[src/core/rht_params.svh]
// Register offsets, field layout and reset values of the raster horizontal timing generator
`ifndef RHT_PARAMS_SVH
`define RHT_PARAMS_SVH

`define RHT_ADDR_W 32
`define RHT_CNT_W 11
`define RHT_OFS_VERT_CLOCK_WINDOW 32'h8003000c
`define RHT_OFS_HORZ_LINE_TOTAL 32'h80030010
`define RHT_OFS_HORZ_SYNC_WINDOW 32'h80030014
`define RHT_OFS_HORZ_ACTIVE_WINDOW 32'h80030018
`define RHT_OFS_HORZ_CLOCK_WINDOW 32'h8003001c
`define RHT_OFS_HORZ_BLANK_WINDOW 32'h8003022c
`define RHT_OFS_FRAME_LINE_TOTAL 32'h80030000
`define RHT_OFS_VERT_ACTIVE_WINDOW 32'h80030008
`define RHT_OFS_VERT_BLANK_WINDOW 32'h80030228
`define RHT_OFS_LINE_CARRY_VALUE 32'h8003003c
`define RHT_OFS_CONTROL 32'h80030240
`define RHT_OFS_STATUS 32'h80030244
`define RHT_START_LSB 0
`define RHT_STOP_LSB 16
`define RHT_REG_RESET 32'h00000000
`define RHT_CTRL_ENABLE_BIT 0

`endif

[src/core/rht_pkg.sv]
// Types shared by the raster horizontal timing generator
package rht_pkg;
  typedef logic [10:0] rht_count_t;
  typedef logic [31:0] rht_word_t;
  typedef enum logic [1:0] {
    RHT_IDLE = 2'b01,
    RHT_RUN = 2'b10
  } rht_state_e;
endpackage

[src/core/rht_raster_timing.sv]
// Raster horizontal timing generator with vertical carry, clock gating and register port
`include "rht_params.svh"
`timescale 1ns/100ps
`default_nettype none

module rht_raster_timing #(
  parameter int CNT_W = `RHT_CNT_W,
  parameter int PIX_W = 24
) (
  input wire logic clk,
  input wire logic resetn,
  input wire logic clkEn,
  input wire logic [`RHT_ADDR_W-1:0] regAddr,
  input wire rht_pkg::rht_word_t regWdata,
  input wire logic regWr,
  input wire logic regRd,
  output rht_pkg::rht_word_t regRdata,
  input wire logic pixelClkIn,
  input wire logic [PIX_W-1:0] pixelIn,
  output logic [PIX_W-1:0] pixelOut,
  output logic horzSyncN,
  output logic compositeBlankN,
  output logic activeVideo,
  output logic pixelClkOut,
  output logic lineStart
);
  import rht_pkg::*;

  // ==========================================================
  // Register file
  logic [CNT_W-1:0] horzTotal_ff, frameTotal_ff, line_carry_value_ff;
  logic [CNT_W-1:0] hSyncStart_ff, hSyncStop_ff, hActStart_ff, hActStop_ff;
  logic [CNT_W-1:0] hBlkStart_ff, hBlkStop_ff, hClkStart_ff, hClkStop_ff;
  logic [CNT_W-1:0] vClkStart_ff, vClkStop_ff, vActStart_ff, vActStop_ff;
  logic [CNT_W-1:0] vBlkStart_ff, vBlkStop_ff;
  logic enable_ff;
  logic [CNT_W-1:0] horzCount_ff, vertCount_ff;
  logic horzActive_ff, vertActive_ff, horzBlankN_ff, vertBlankN_ff;
  logic horzClkGate_ff, vertClkGate_ff;
  rht_state_e state_ff;

  function automatic logic [CNT_W-1:0] fieldStart(input rht_word_t w);
    fieldStart = w[`RHT_START_LSB +: CNT_W];
  endfunction

  function automatic logic [CNT_W-1:0] fieldStop(input rht_word_t w);
    fieldStop = w[`RHT_STOP_LSB +: CNT_W];
  endfunction

  function automatic rht_word_t pack(input logic [CNT_W-1:0] stop, input logic [CNT_W-1:0] start);
    pack = '0;
    pack[`RHT_STOP_LSB +: CNT_W] = stop;
    pack[`RHT_START_LSB +: CNT_W] = start;
  endfunction

  // Window flop: start sets, stop clears; stop wins if both equal, so an
  // equal pair yields an empty window rather than a stuck one
  function automatic logic window(input logic cur, input logic [CNT_W-1:0] cnt,
                                  input logic [CNT_W-1:0] start, input logic [CNT_W-1:0] stop);
    window = cur;
    if (cnt == start) begin
      window = 1'b1;
    end
    if (cnt == stop) begin
      window = 1'b0;
    end
  endfunction

  // Write decode: the full address must match, so a write to an unmapped
  // offset lands nowhere
  function automatic logic wrHit(input logic en, input logic [`RHT_ADDR_W-1:0] addr,
                                 input logic [`RHT_ADDR_W-1:0] ofs);
    wrHit = en && (addr == ofs);
  endfunction

  logic wrEn;
  assign wrEn = clkEn && regWr;

  // Byte lanes are not decoded; only whole-word writes are meaningful
  always_ff @(posedge clk or negedge resetn) begin
    if (!resetn) begin
      horzTotal_ff <= '0;
    end else if (wrHit(wrEn, regAddr, `RHT_OFS_HORZ_LINE_TOTAL)) begin
      horzTotal_ff <= fieldStart(regWdata);
    end
  end

  always_ff @(posedge clk or negedge resetn) begin
    if (!resetn) begin
      frameTotal_ff <= '0;
    end else if (wrHit(wrEn, regAddr, `RHT_OFS_FRAME_LINE_TOTAL)) begin
      frameTotal_ff <= fieldStart(regWdata);
    end
  end

  // Carry point sets the skew between horizontal and vertical timing
  always_ff @(posedge clk or negedge resetn) begin
    if (!resetn) begin
      line_carry_value_ff <= '0;
    end else if (wrHit(wrEn, regAddr, `RHT_OFS_LINE_CARRY_VALUE)) begin
      line_carry_value_ff <= fieldStart(regWdata);
    end
  end

  always_ff @(posedge clk or negedge resetn) begin
    if (!resetn) begin
      hSyncStart_ff <= '0;
      hSyncStop_ff <= '0;
    end else if (wrHit(wrEn, regAddr, `RHT_OFS_HORZ_SYNC_WINDOW)) begin
      hSyncStart_ff <= fieldStart(regWdata);
      hSyncStop_ff <= fieldStop(regWdata);
    end
  end

  // Software keeps this five counts past the clock window when gating
  always_ff @(posedge clk or negedge resetn) begin
    if (!resetn) begin
      hActStart_ff <= '0;
      hActStop_ff <= '0;
    end else if (wrHit(wrEn, regAddr, `RHT_OFS_HORZ_ACTIVE_WINDOW)) begin
      hActStart_ff <= fieldStart(regWdata);
      hActStop_ff <= fieldStop(regWdata);
    end
  end

  always_ff @(posedge clk or negedge resetn) begin
    if (!resetn) begin
      hBlkStart_ff <= '0;
      hBlkStop_ff <= '0;
    end else if (wrHit(wrEn, regAddr, `RHT_OFS_HORZ_BLANK_WINDOW)) begin
      hBlkStart_ff <= fieldStart(regWdata);
      hBlkStop_ff <= fieldStop(regWdata);
    end
  end

  always_ff @(posedge clk or negedge resetn) begin
    if (!resetn) begin
      hClkStart_ff <= '0;
      hClkStop_ff <= '0;
    end else if (wrHit(wrEn, regAddr, `RHT_OFS_HORZ_CLOCK_WINDOW)) begin
      hClkStart_ff <= fieldStart(regWdata);
      hClkStop_ff <= fieldStop(regWdata);
    end
  end

  always_ff @(posedge clk or negedge resetn) begin
    if (!resetn) begin
      vClkStart_ff <= '0;
      vClkStop_ff <= '0;
    end else if (wrHit(wrEn, regAddr, `RHT_OFS_VERT_CLOCK_WINDOW)) begin
      vClkStart_ff <= fieldStart(regWdata);
      vClkStop_ff <= fieldStop(regWdata);
    end
  end

  always_ff @(posedge clk or negedge resetn) begin
    if (!resetn) begin
      vActStart_ff <= '0;
      vActStop_ff <= '0;
    end else if (wrHit(wrEn, regAddr, `RHT_OFS_VERT_ACTIVE_WINDOW)) begin
      vActStart_ff <= fieldStart(regWdata);
      vActStop_ff <= fieldStop(regWdata);
    end
  end

  always_ff @(posedge clk or negedge resetn) begin
    if (!resetn) begin
      vBlkStart_ff <= '0;
      vBlkStop_ff <= '0;
    end else if (wrHit(wrEn, regAddr, `RHT_OFS_VERT_BLANK_WINDOW)) begin
      vBlkStart_ff <= fieldStart(regWdata);
      vBlkStop_ff <= fieldStop(regWdata);
    end
  end

  // Clearing enable parks both counters at their totals until set again
  always_ff @(posedge clk or negedge resetn) begin
    if (!resetn) begin
      enable_ff <= 1'b0;
    end else if (wrHit(wrEn, regAddr, `RHT_OFS_CONTROL)) begin
      enable_ff <= regWdata[`RHT_CTRL_ENABLE_BIT];
    end
  end

  // Reserved bits are zero here; software must not rely on that
  rht_word_t nxt_rdata;
  always_comb begin
    nxt_rdata = '0;
    unique case (regAddr)
      `RHT_OFS_HORZ_LINE_TOTAL: nxt_rdata = pack('0, horzTotal_ff);
      `RHT_OFS_FRAME_LINE_TOTAL: nxt_rdata = pack('0, frameTotal_ff);
      `RHT_OFS_LINE_CARRY_VALUE: nxt_rdata = pack('0, line_carry_value_ff);
      `RHT_OFS_HORZ_SYNC_WINDOW: nxt_rdata = pack(hSyncStop_ff, hSyncStart_ff);
      `RHT_OFS_HORZ_ACTIVE_WINDOW: nxt_rdata = pack(hActStop_ff, hActStart_ff);
      `RHT_OFS_HORZ_BLANK_WINDOW: nxt_rdata = pack(hBlkStop_ff, hBlkStart_ff);
      `RHT_OFS_HORZ_CLOCK_WINDOW: nxt_rdata = pack(hClkStop_ff, hClkStart_ff);
      `RHT_OFS_VERT_CLOCK_WINDOW: nxt_rdata = pack(vClkStop_ff, vClkStart_ff);
      `RHT_OFS_VERT_ACTIVE_WINDOW: nxt_rdata = pack(vActStop_ff, vActStart_ff);
      `RHT_OFS_VERT_BLANK_WINDOW: nxt_rdata = pack(vBlkStop_ff, vBlkStart_ff);
      `RHT_OFS_CONTROL: nxt_rdata = {31'h00000000, enable_ff};
      `RHT_OFS_STATUS: nxt_rdata = pack(vertCount_ff, horzCount_ff);
      default: nxt_rdata = '0;
    endcase
  end

  always_ff @(posedge clk or negedge resetn) begin
    if (!resetn) begin
      regRdata <= '0;
    end else if (clkEn) begin
      regRdata <= regRd ? nxt_rdata : '0;
    end
  end

  // ==========================================================
  // Pixel clock input: three-stage sampler, edge once stages two and three agree
  logic [2:0] pclkSync_ff;
  logic pclkLevel_ff;
  always_ff @(posedge clk or negedge resetn) begin
    if (!resetn) begin
      pclkSync_ff <= 3'h0;
      pclkLevel_ff <= 1'b0;
    end else if (clkEn) begin
      pclkSync_ff <= {pclkSync_ff[1:0], pixelClkIn};
      if (pclkSync_ff[1] == pclkSync_ff[2]) begin
        pclkLevel_ff <= pclkSync_ff[2];
      end
    end
  end
  logic pixTick;
  assign pixTick = (pclkSync_ff[1] == pclkSync_ff[2]) && pclkSync_ff[2] && !pclkLevel_ff;

  // ==========================================================
  // Counters
  logic lineEnd, carry, step;
  assign step = clkEn && pixTick && (state_ff == RHT_RUN);
  assign lineEnd = (horzCount_ff == '0);
  assign carry = (horzCount_ff == line_carry_value_ff);

  always_ff @(posedge clk or negedge resetn) begin
    if (!resetn) begin
      state_ff <= RHT_IDLE;
    end else if (clkEn) begin
      unique case (state_ff)
        RHT_IDLE: state_ff <= enable_ff ? RHT_RUN : RHT_IDLE;
        RHT_RUN: state_ff <= enable_ff ? RHT_RUN : RHT_IDLE;
        default: state_ff <= RHT_IDLE;
      endcase
    end
  end

  always_ff @(posedge clk or negedge resetn) begin
    if (!resetn) begin
      horzCount_ff <= '0;
    end else if (clkEn && state_ff == RHT_IDLE) begin
      horzCount_ff <= horzTotal_ff;
    end else if (step) begin
      horzCount_ff <= lineEnd ? horzTotal_ff : horzCount_ff - 1'b1;
    end
  end

  always_ff @(posedge clk or negedge resetn) begin
    if (!resetn) begin
      vertCount_ff <= '0;
    end else if (clkEn && state_ff == RHT_IDLE) begin
      vertCount_ff <= frameTotal_ff;
    end else if (step && carry) begin
      vertCount_ff <= (vertCount_ff == '0) ? frameTotal_ff : vertCount_ff - 1'b1;
    end
  end

  // ==========================================================
  // Horizontal and vertical windows, equality compares only
  always_ff @(posedge clk or negedge resetn) begin
    if (!resetn) begin
      horzSyncN <= 1'b1;
      horzActive_ff <= 1'b0;
      horzBlankN_ff <= 1'b0;
      horzClkGate_ff <= 1'b0;
    end else if (step) begin
      horzSyncN <= !window(!horzSyncN, horzCount_ff, hSyncStart_ff, hSyncStop_ff);
      horzActive_ff <= window(horzActive_ff, horzCount_ff, hActStart_ff, hActStop_ff);
      horzBlankN_ff <= window(horzBlankN_ff, horzCount_ff, hBlkStart_ff, hBlkStop_ff);
      horzClkGate_ff <= window(horzClkGate_ff, horzCount_ff, hClkStart_ff, hClkStop_ff);
    end
  end

  always_ff @(posedge clk or negedge resetn) begin
    if (!resetn) begin
      vertActive_ff <= 1'b0;
      vertBlankN_ff <= 1'b0;
      vertClkGate_ff <= 1'b0;
    end else if (step) begin
      vertActive_ff <= window(vertActive_ff, vertCount_ff, vActStart_ff, vActStop_ff);
      vertBlankN_ff <= window(vertBlankN_ff, vertCount_ff, vBlkStart_ff, vBlkStop_ff);
      vertClkGate_ff <= window(vertClkGate_ff, vertCount_ff, vClkStart_ff, vClkStop_ff);
    end
  end

  // ==========================================================
  // Outputs
  always_ff @(posedge clk or negedge resetn) begin
    if (!resetn) begin
      compositeBlankN <= 1'b0;
      activeVideo <= 1'b0;
      pixelClkOut <= 1'b0;
      lineStart <= 1'b0;
    end else if (clkEn) begin
      compositeBlankN <= horzBlankN_ff & vertBlankN_ff;
      activeVideo <= horzActive_ff | vertActive_ff;
      // Follows the sampled pixel clock only inside both windows; parked low otherwise
      pixelClkOut <= pclkLevel_ff & horzClkGate_ff & vertClkGate_ff;
      lineStart <= step & lineEnd;
    end
  end

  // Pixel bus captured once per step, so it holds steady for a whole pixel
  always_ff @(posedge clk or negedge resetn) begin
    if (!resetn) begin
      pixelOut <= '0;
    end else if (step) begin
      pixelOut <= horzActive_ff ? pixelIn : '0;
    end
  end

endmodule
`default_nettype wire

[config.mk]
export PLATFORM = sky130hd
export DESIGN_NAME = rht_raster_timing
export DESIGN_NICKNAME = d
export VERILOG_FILES = /design/src/core/rht_pkg.sv /design/src/core/rht_raster_timing.sv
export VERILOG_INCLUDE_DIRS = /design/src /design/src/core
export SDC_FILE = /design/constraint.sdc
export NUM_CORES = 1
export LEC_CHECK = 0
export ABC_AREA = 1
export BUFFER_PORTS_ARGS = -buffer_cell sky130_fd_sc_hd__buf_2
export CAP_MARGIN = 20
export CORE_UTILIZATION = 45
export CTS_CLUSTER_SIZE = 12
export DETAILED_ROUTE_END_ITERATION = 8
export GPL_ROUTABILITY_DRIVEN = 0
export HOLD_SLACK_MARGIN = 0.03
export PLACE_DENSITY_LB_ADDON = 0.2
export SLEW_MARGIN = 20
export SYNTH_ARGS = -nofsm -noshare
export SYNTH_HDL_FRONTEND = slang
export SYNTH_SLANG_ARGS = --single-unit
[constraint.sdc]
create_clock -name clk -period 2.07 [get_ports clk]
set_input_delay 0.414 -clock clk [delete_from_list [all_inputs] [get_ports clk]]
set_output_delay 0.414 -clock clk [all_outputs]
set_load 0.01 [all_outputs]
==> flow_summary.toml <==
[route]
drc = 0
wl_per_cell_microns = 18.84
postRouteAntennaNets = 0
dr.pass1.iters = 6
num_vias = 13517
drt-total-wl_mm = 47.18
vias_per_cell = 5.398
drt_iter0_drc = 1494

[setup_path]
crit_required_ns = 2.57
critPathCaptureType = "flop"
critPathKind = "reg2reg"
worst_ep_arrival_time_ns = 2.49
cp_max_fo = 4
critPathLaunchType = "flop"

[synth]
synth_area_sq_um = 15140
synth_edf_count = 0
ys.flop_type = "dfrtp_1"
yosys_warnings = 0
ys_ff_latch = 273
synthCells = 1889
synth.avg_cell_area_sq_um = 8.013
seq_area_frac_synth_pct = 45.15
yosysUniqueCellTypes = 47
synth-async-reset-ratio_pct = 100.0

[cts]
cts.sinks = 273
cts_tree = "built"
clock-root-buffer = "clkbuf_16"
clk_path_buf_depth = 3
cts_max_level = 1
clk_pin_slew_ns = 0.06
clk_latency_ns = 0.56
cts_inserted_buffers = 30

[power_and_ir_drop]
ir_worst_vdd_mv = 0.6754
power.density_nw_per_um2 = 936.0
p_leak_uw = 0.009453
power_uw = 16600

[timing]
setup_violations = 0
fin_crit_sh_pct = 96.27
final_hold_viol_count = 0
layout_min_cycle_time_ns = 1.993
hold_ws_ns = 0.07824
finalSetupTns_ns = 0
final_max_slew_viol_count = 0
tightestPinTransition_ns = 0.7379
slew_headroom_pct = 50.75
rsz0062_at_grt = "false"
worst_clock_skew_ns = 0.01096
clock.fmax_ghz = 0.5018

[finish]
largest_reg_flops = 24
drive_gt1_share_pct = 17.32
fin_nets = 2141
fin_cells = 2504
layout_commonest_cell = "nand2_1"
final_cell_mix = "553 x nand2_1, 271 x dfrtp_1, 195 x nand3_1"
top_register = "pixelOut"
syn_to_final_growth_pct = 17.20
top_regs = "pixelOut (24), regRdata (22)"

[status]
status = "complete, no violations"

[floorplan]
coreArea_sq_um = 32780
start_util_pct = 46.17
ios = 155
placementRows = 66
die_h_microns = 185.4
die_w_microns = 185.4
fp.dieArea_sq_um = 34380

[global_routing]
grt.overflow.total = 0
grt_max_degree = 80
grt_pass1_vias = 12348
grt_usage_pct = 27.97
grt_pass1_wl_mm = 72.37
antenna_found_initial = 0

[placed_design]
portBuffers = 134
dp_hpwl_mm = 34.37
dp_cells = 2449

[min_path]
hold_path_class = "in2reg"

[flow_run]
cap_violations = 0
where the power goes:
part | switching [uW] | internal [uW] | total, uW
clock network | 2180 | 3290 | 5470
registers | 485 | 5800 | 6290
logic | 2970 | 1890 | 4850
total | 5630 | 11000 | 16600
worst max-delay path, cell delays in order, from the launching register on:
cell and delay, ns:
dfstp_2 0.37, inv_1 0.06, ha_1 0.22, nand4_4 0.20, buf_4 0.21, buf_4 0.13, nor4_1 0.28, buf_4 0.16
nand3_1 0.10, nand2_1 0.08, o21a_1 0.10
final timing paths:
check / start / end / slack [ns] / depth (start not counted)
max: state_ff[0] / vertActive_ff / 0.08 / 10
min: pixelClkIn / pclkSync_ff[0] / 0.08 / 3
max reg2reg: state_ff[0] / vertActive_ff / 0.08 / 10
min reg2reg: horzSyncN / horzSyncN / 0.47 / 2
max in group asynchronous: resetn / hActStop_ff[2] / 0.97 / 3
min in group asynchronous: resetn / vertCount_ff[2] / 0.32 / 2
final cells by class:
class                   count  area (sq um)
well taps                 442         553.0
flip-flops and latches    273          6834
clock buffers              42         877.1
multi-input cells        1407          7267
repair buffers            233          1714
fillers                  3070         15040
clock inverters             9         125.1
inverters                  97         367.9
diodes                      1         2.502
routing by layer:
metal | vias up | part of all wire, % | global-route usage [%] | wire length, microns
li1 | 6428 | - | - | -
met1 | 6397 | 44 | 41.02 | 20890
met2 | 618 | 42 | 40.91 | 19830
met3 | 74 | 10 | 5.604 | 4931
met4 | 0 | 3.3 | 9.190 | 1535
met5 | - | 0 | 0 | 0
cell usage after synthesis (3+ instances only):
cell | n | area, sq um
inv_2 | 10 | 37.54
nor3_1 | 6 | 30.03
nand2_1 | 554 | 2079
nand2_4 | 5 | 56.30
buf_6 | 15 | 168.9
o21ai_1 | 123 | 615.6
o22ai_1 | 3 | 18.77
buf_4 | 28 | 210.2
nand3_2 | 3 | 30.03
or2_0 | 5 | 31.28
nor4_1 | 36 | 225.2
dfrtp_1 | 271 | 6782
clkinv_2 | 3 | 15.01
nor2_4 | 3 | 33.78
a31oi_1 | 3 | 18.77
nor2_1 | 99 | 371.6
inv_1 | 84 | 315.3
ha_1 | 5 | 62.56
buf_1 | 5 | 18.77
xor2_1 | 149 | 1305
nor2_2 | 11 | 68.82
o21ai_2 | 20 | 175.2
xnor2_1 | 23 | 201.4
nand2_2 | 9 | 56.30
nand4_1 | 11 | 68.82
nand3_1 | 196 | 980.9
o21ai_0 | 103 | 515.5
o211ai_1 | 3 | 22.52
clkbuf_1 | 24 | 90.09
a21oi_1 | 9 | 45.04
buf_2 | 49 | 245.2
kinds of logic (layout without fill, tap and decap cells):
| group | after synthesis | in the layout | synth area share [%] |
|---|---|---|---|
| AO/OA/AOI/OAI | 272 | 272 | 9.762 |
| XOR/XNOR | 172 | 172 | 9.952 |
| adder cells (fa/ha/maj) | 5 | 5 | 0.4133 |
| buffers and inverters | 218 | 381 | 7.274 |
| flip-flops | 273 | 273 | 45.15 |
| multiplexers | 1 | 1 | 0.06613 |
| other | 1 | 11 | 0.02477 |
| AND/OR/NAND/NOR | 947 | 947 | 27.36 |
stage by stage:
| stage | util [%] | area (sq um) | setup slack, ns |
|---|---|---|---|
| 2_1_floorplan | - | 15170 | 0.1234 |
| 3_3_place_gp | 50.89 | 16680 | -0.1305 |
| 3_5_place_dp | 50.89 | 16680 | -0.1883 |
| 4_1_cts | 53.98 | 17700 | 0.03878 |
| 5_1_grt | 54.11 | 17740 | 0.003129 |
| 6_report | 54.11 | 17740 | 0.07721 |
what timing repair did:
item                                   CTS  global route
setup endpoints to repair                1            14
endpoints found under the hold margin   32             0
buffers inserted                         0             2
pin swaps                                1             3
resized for setup                        1             5
hold buffers                             1             0
No activity file was read; power rests on OpenSTA's default activity.
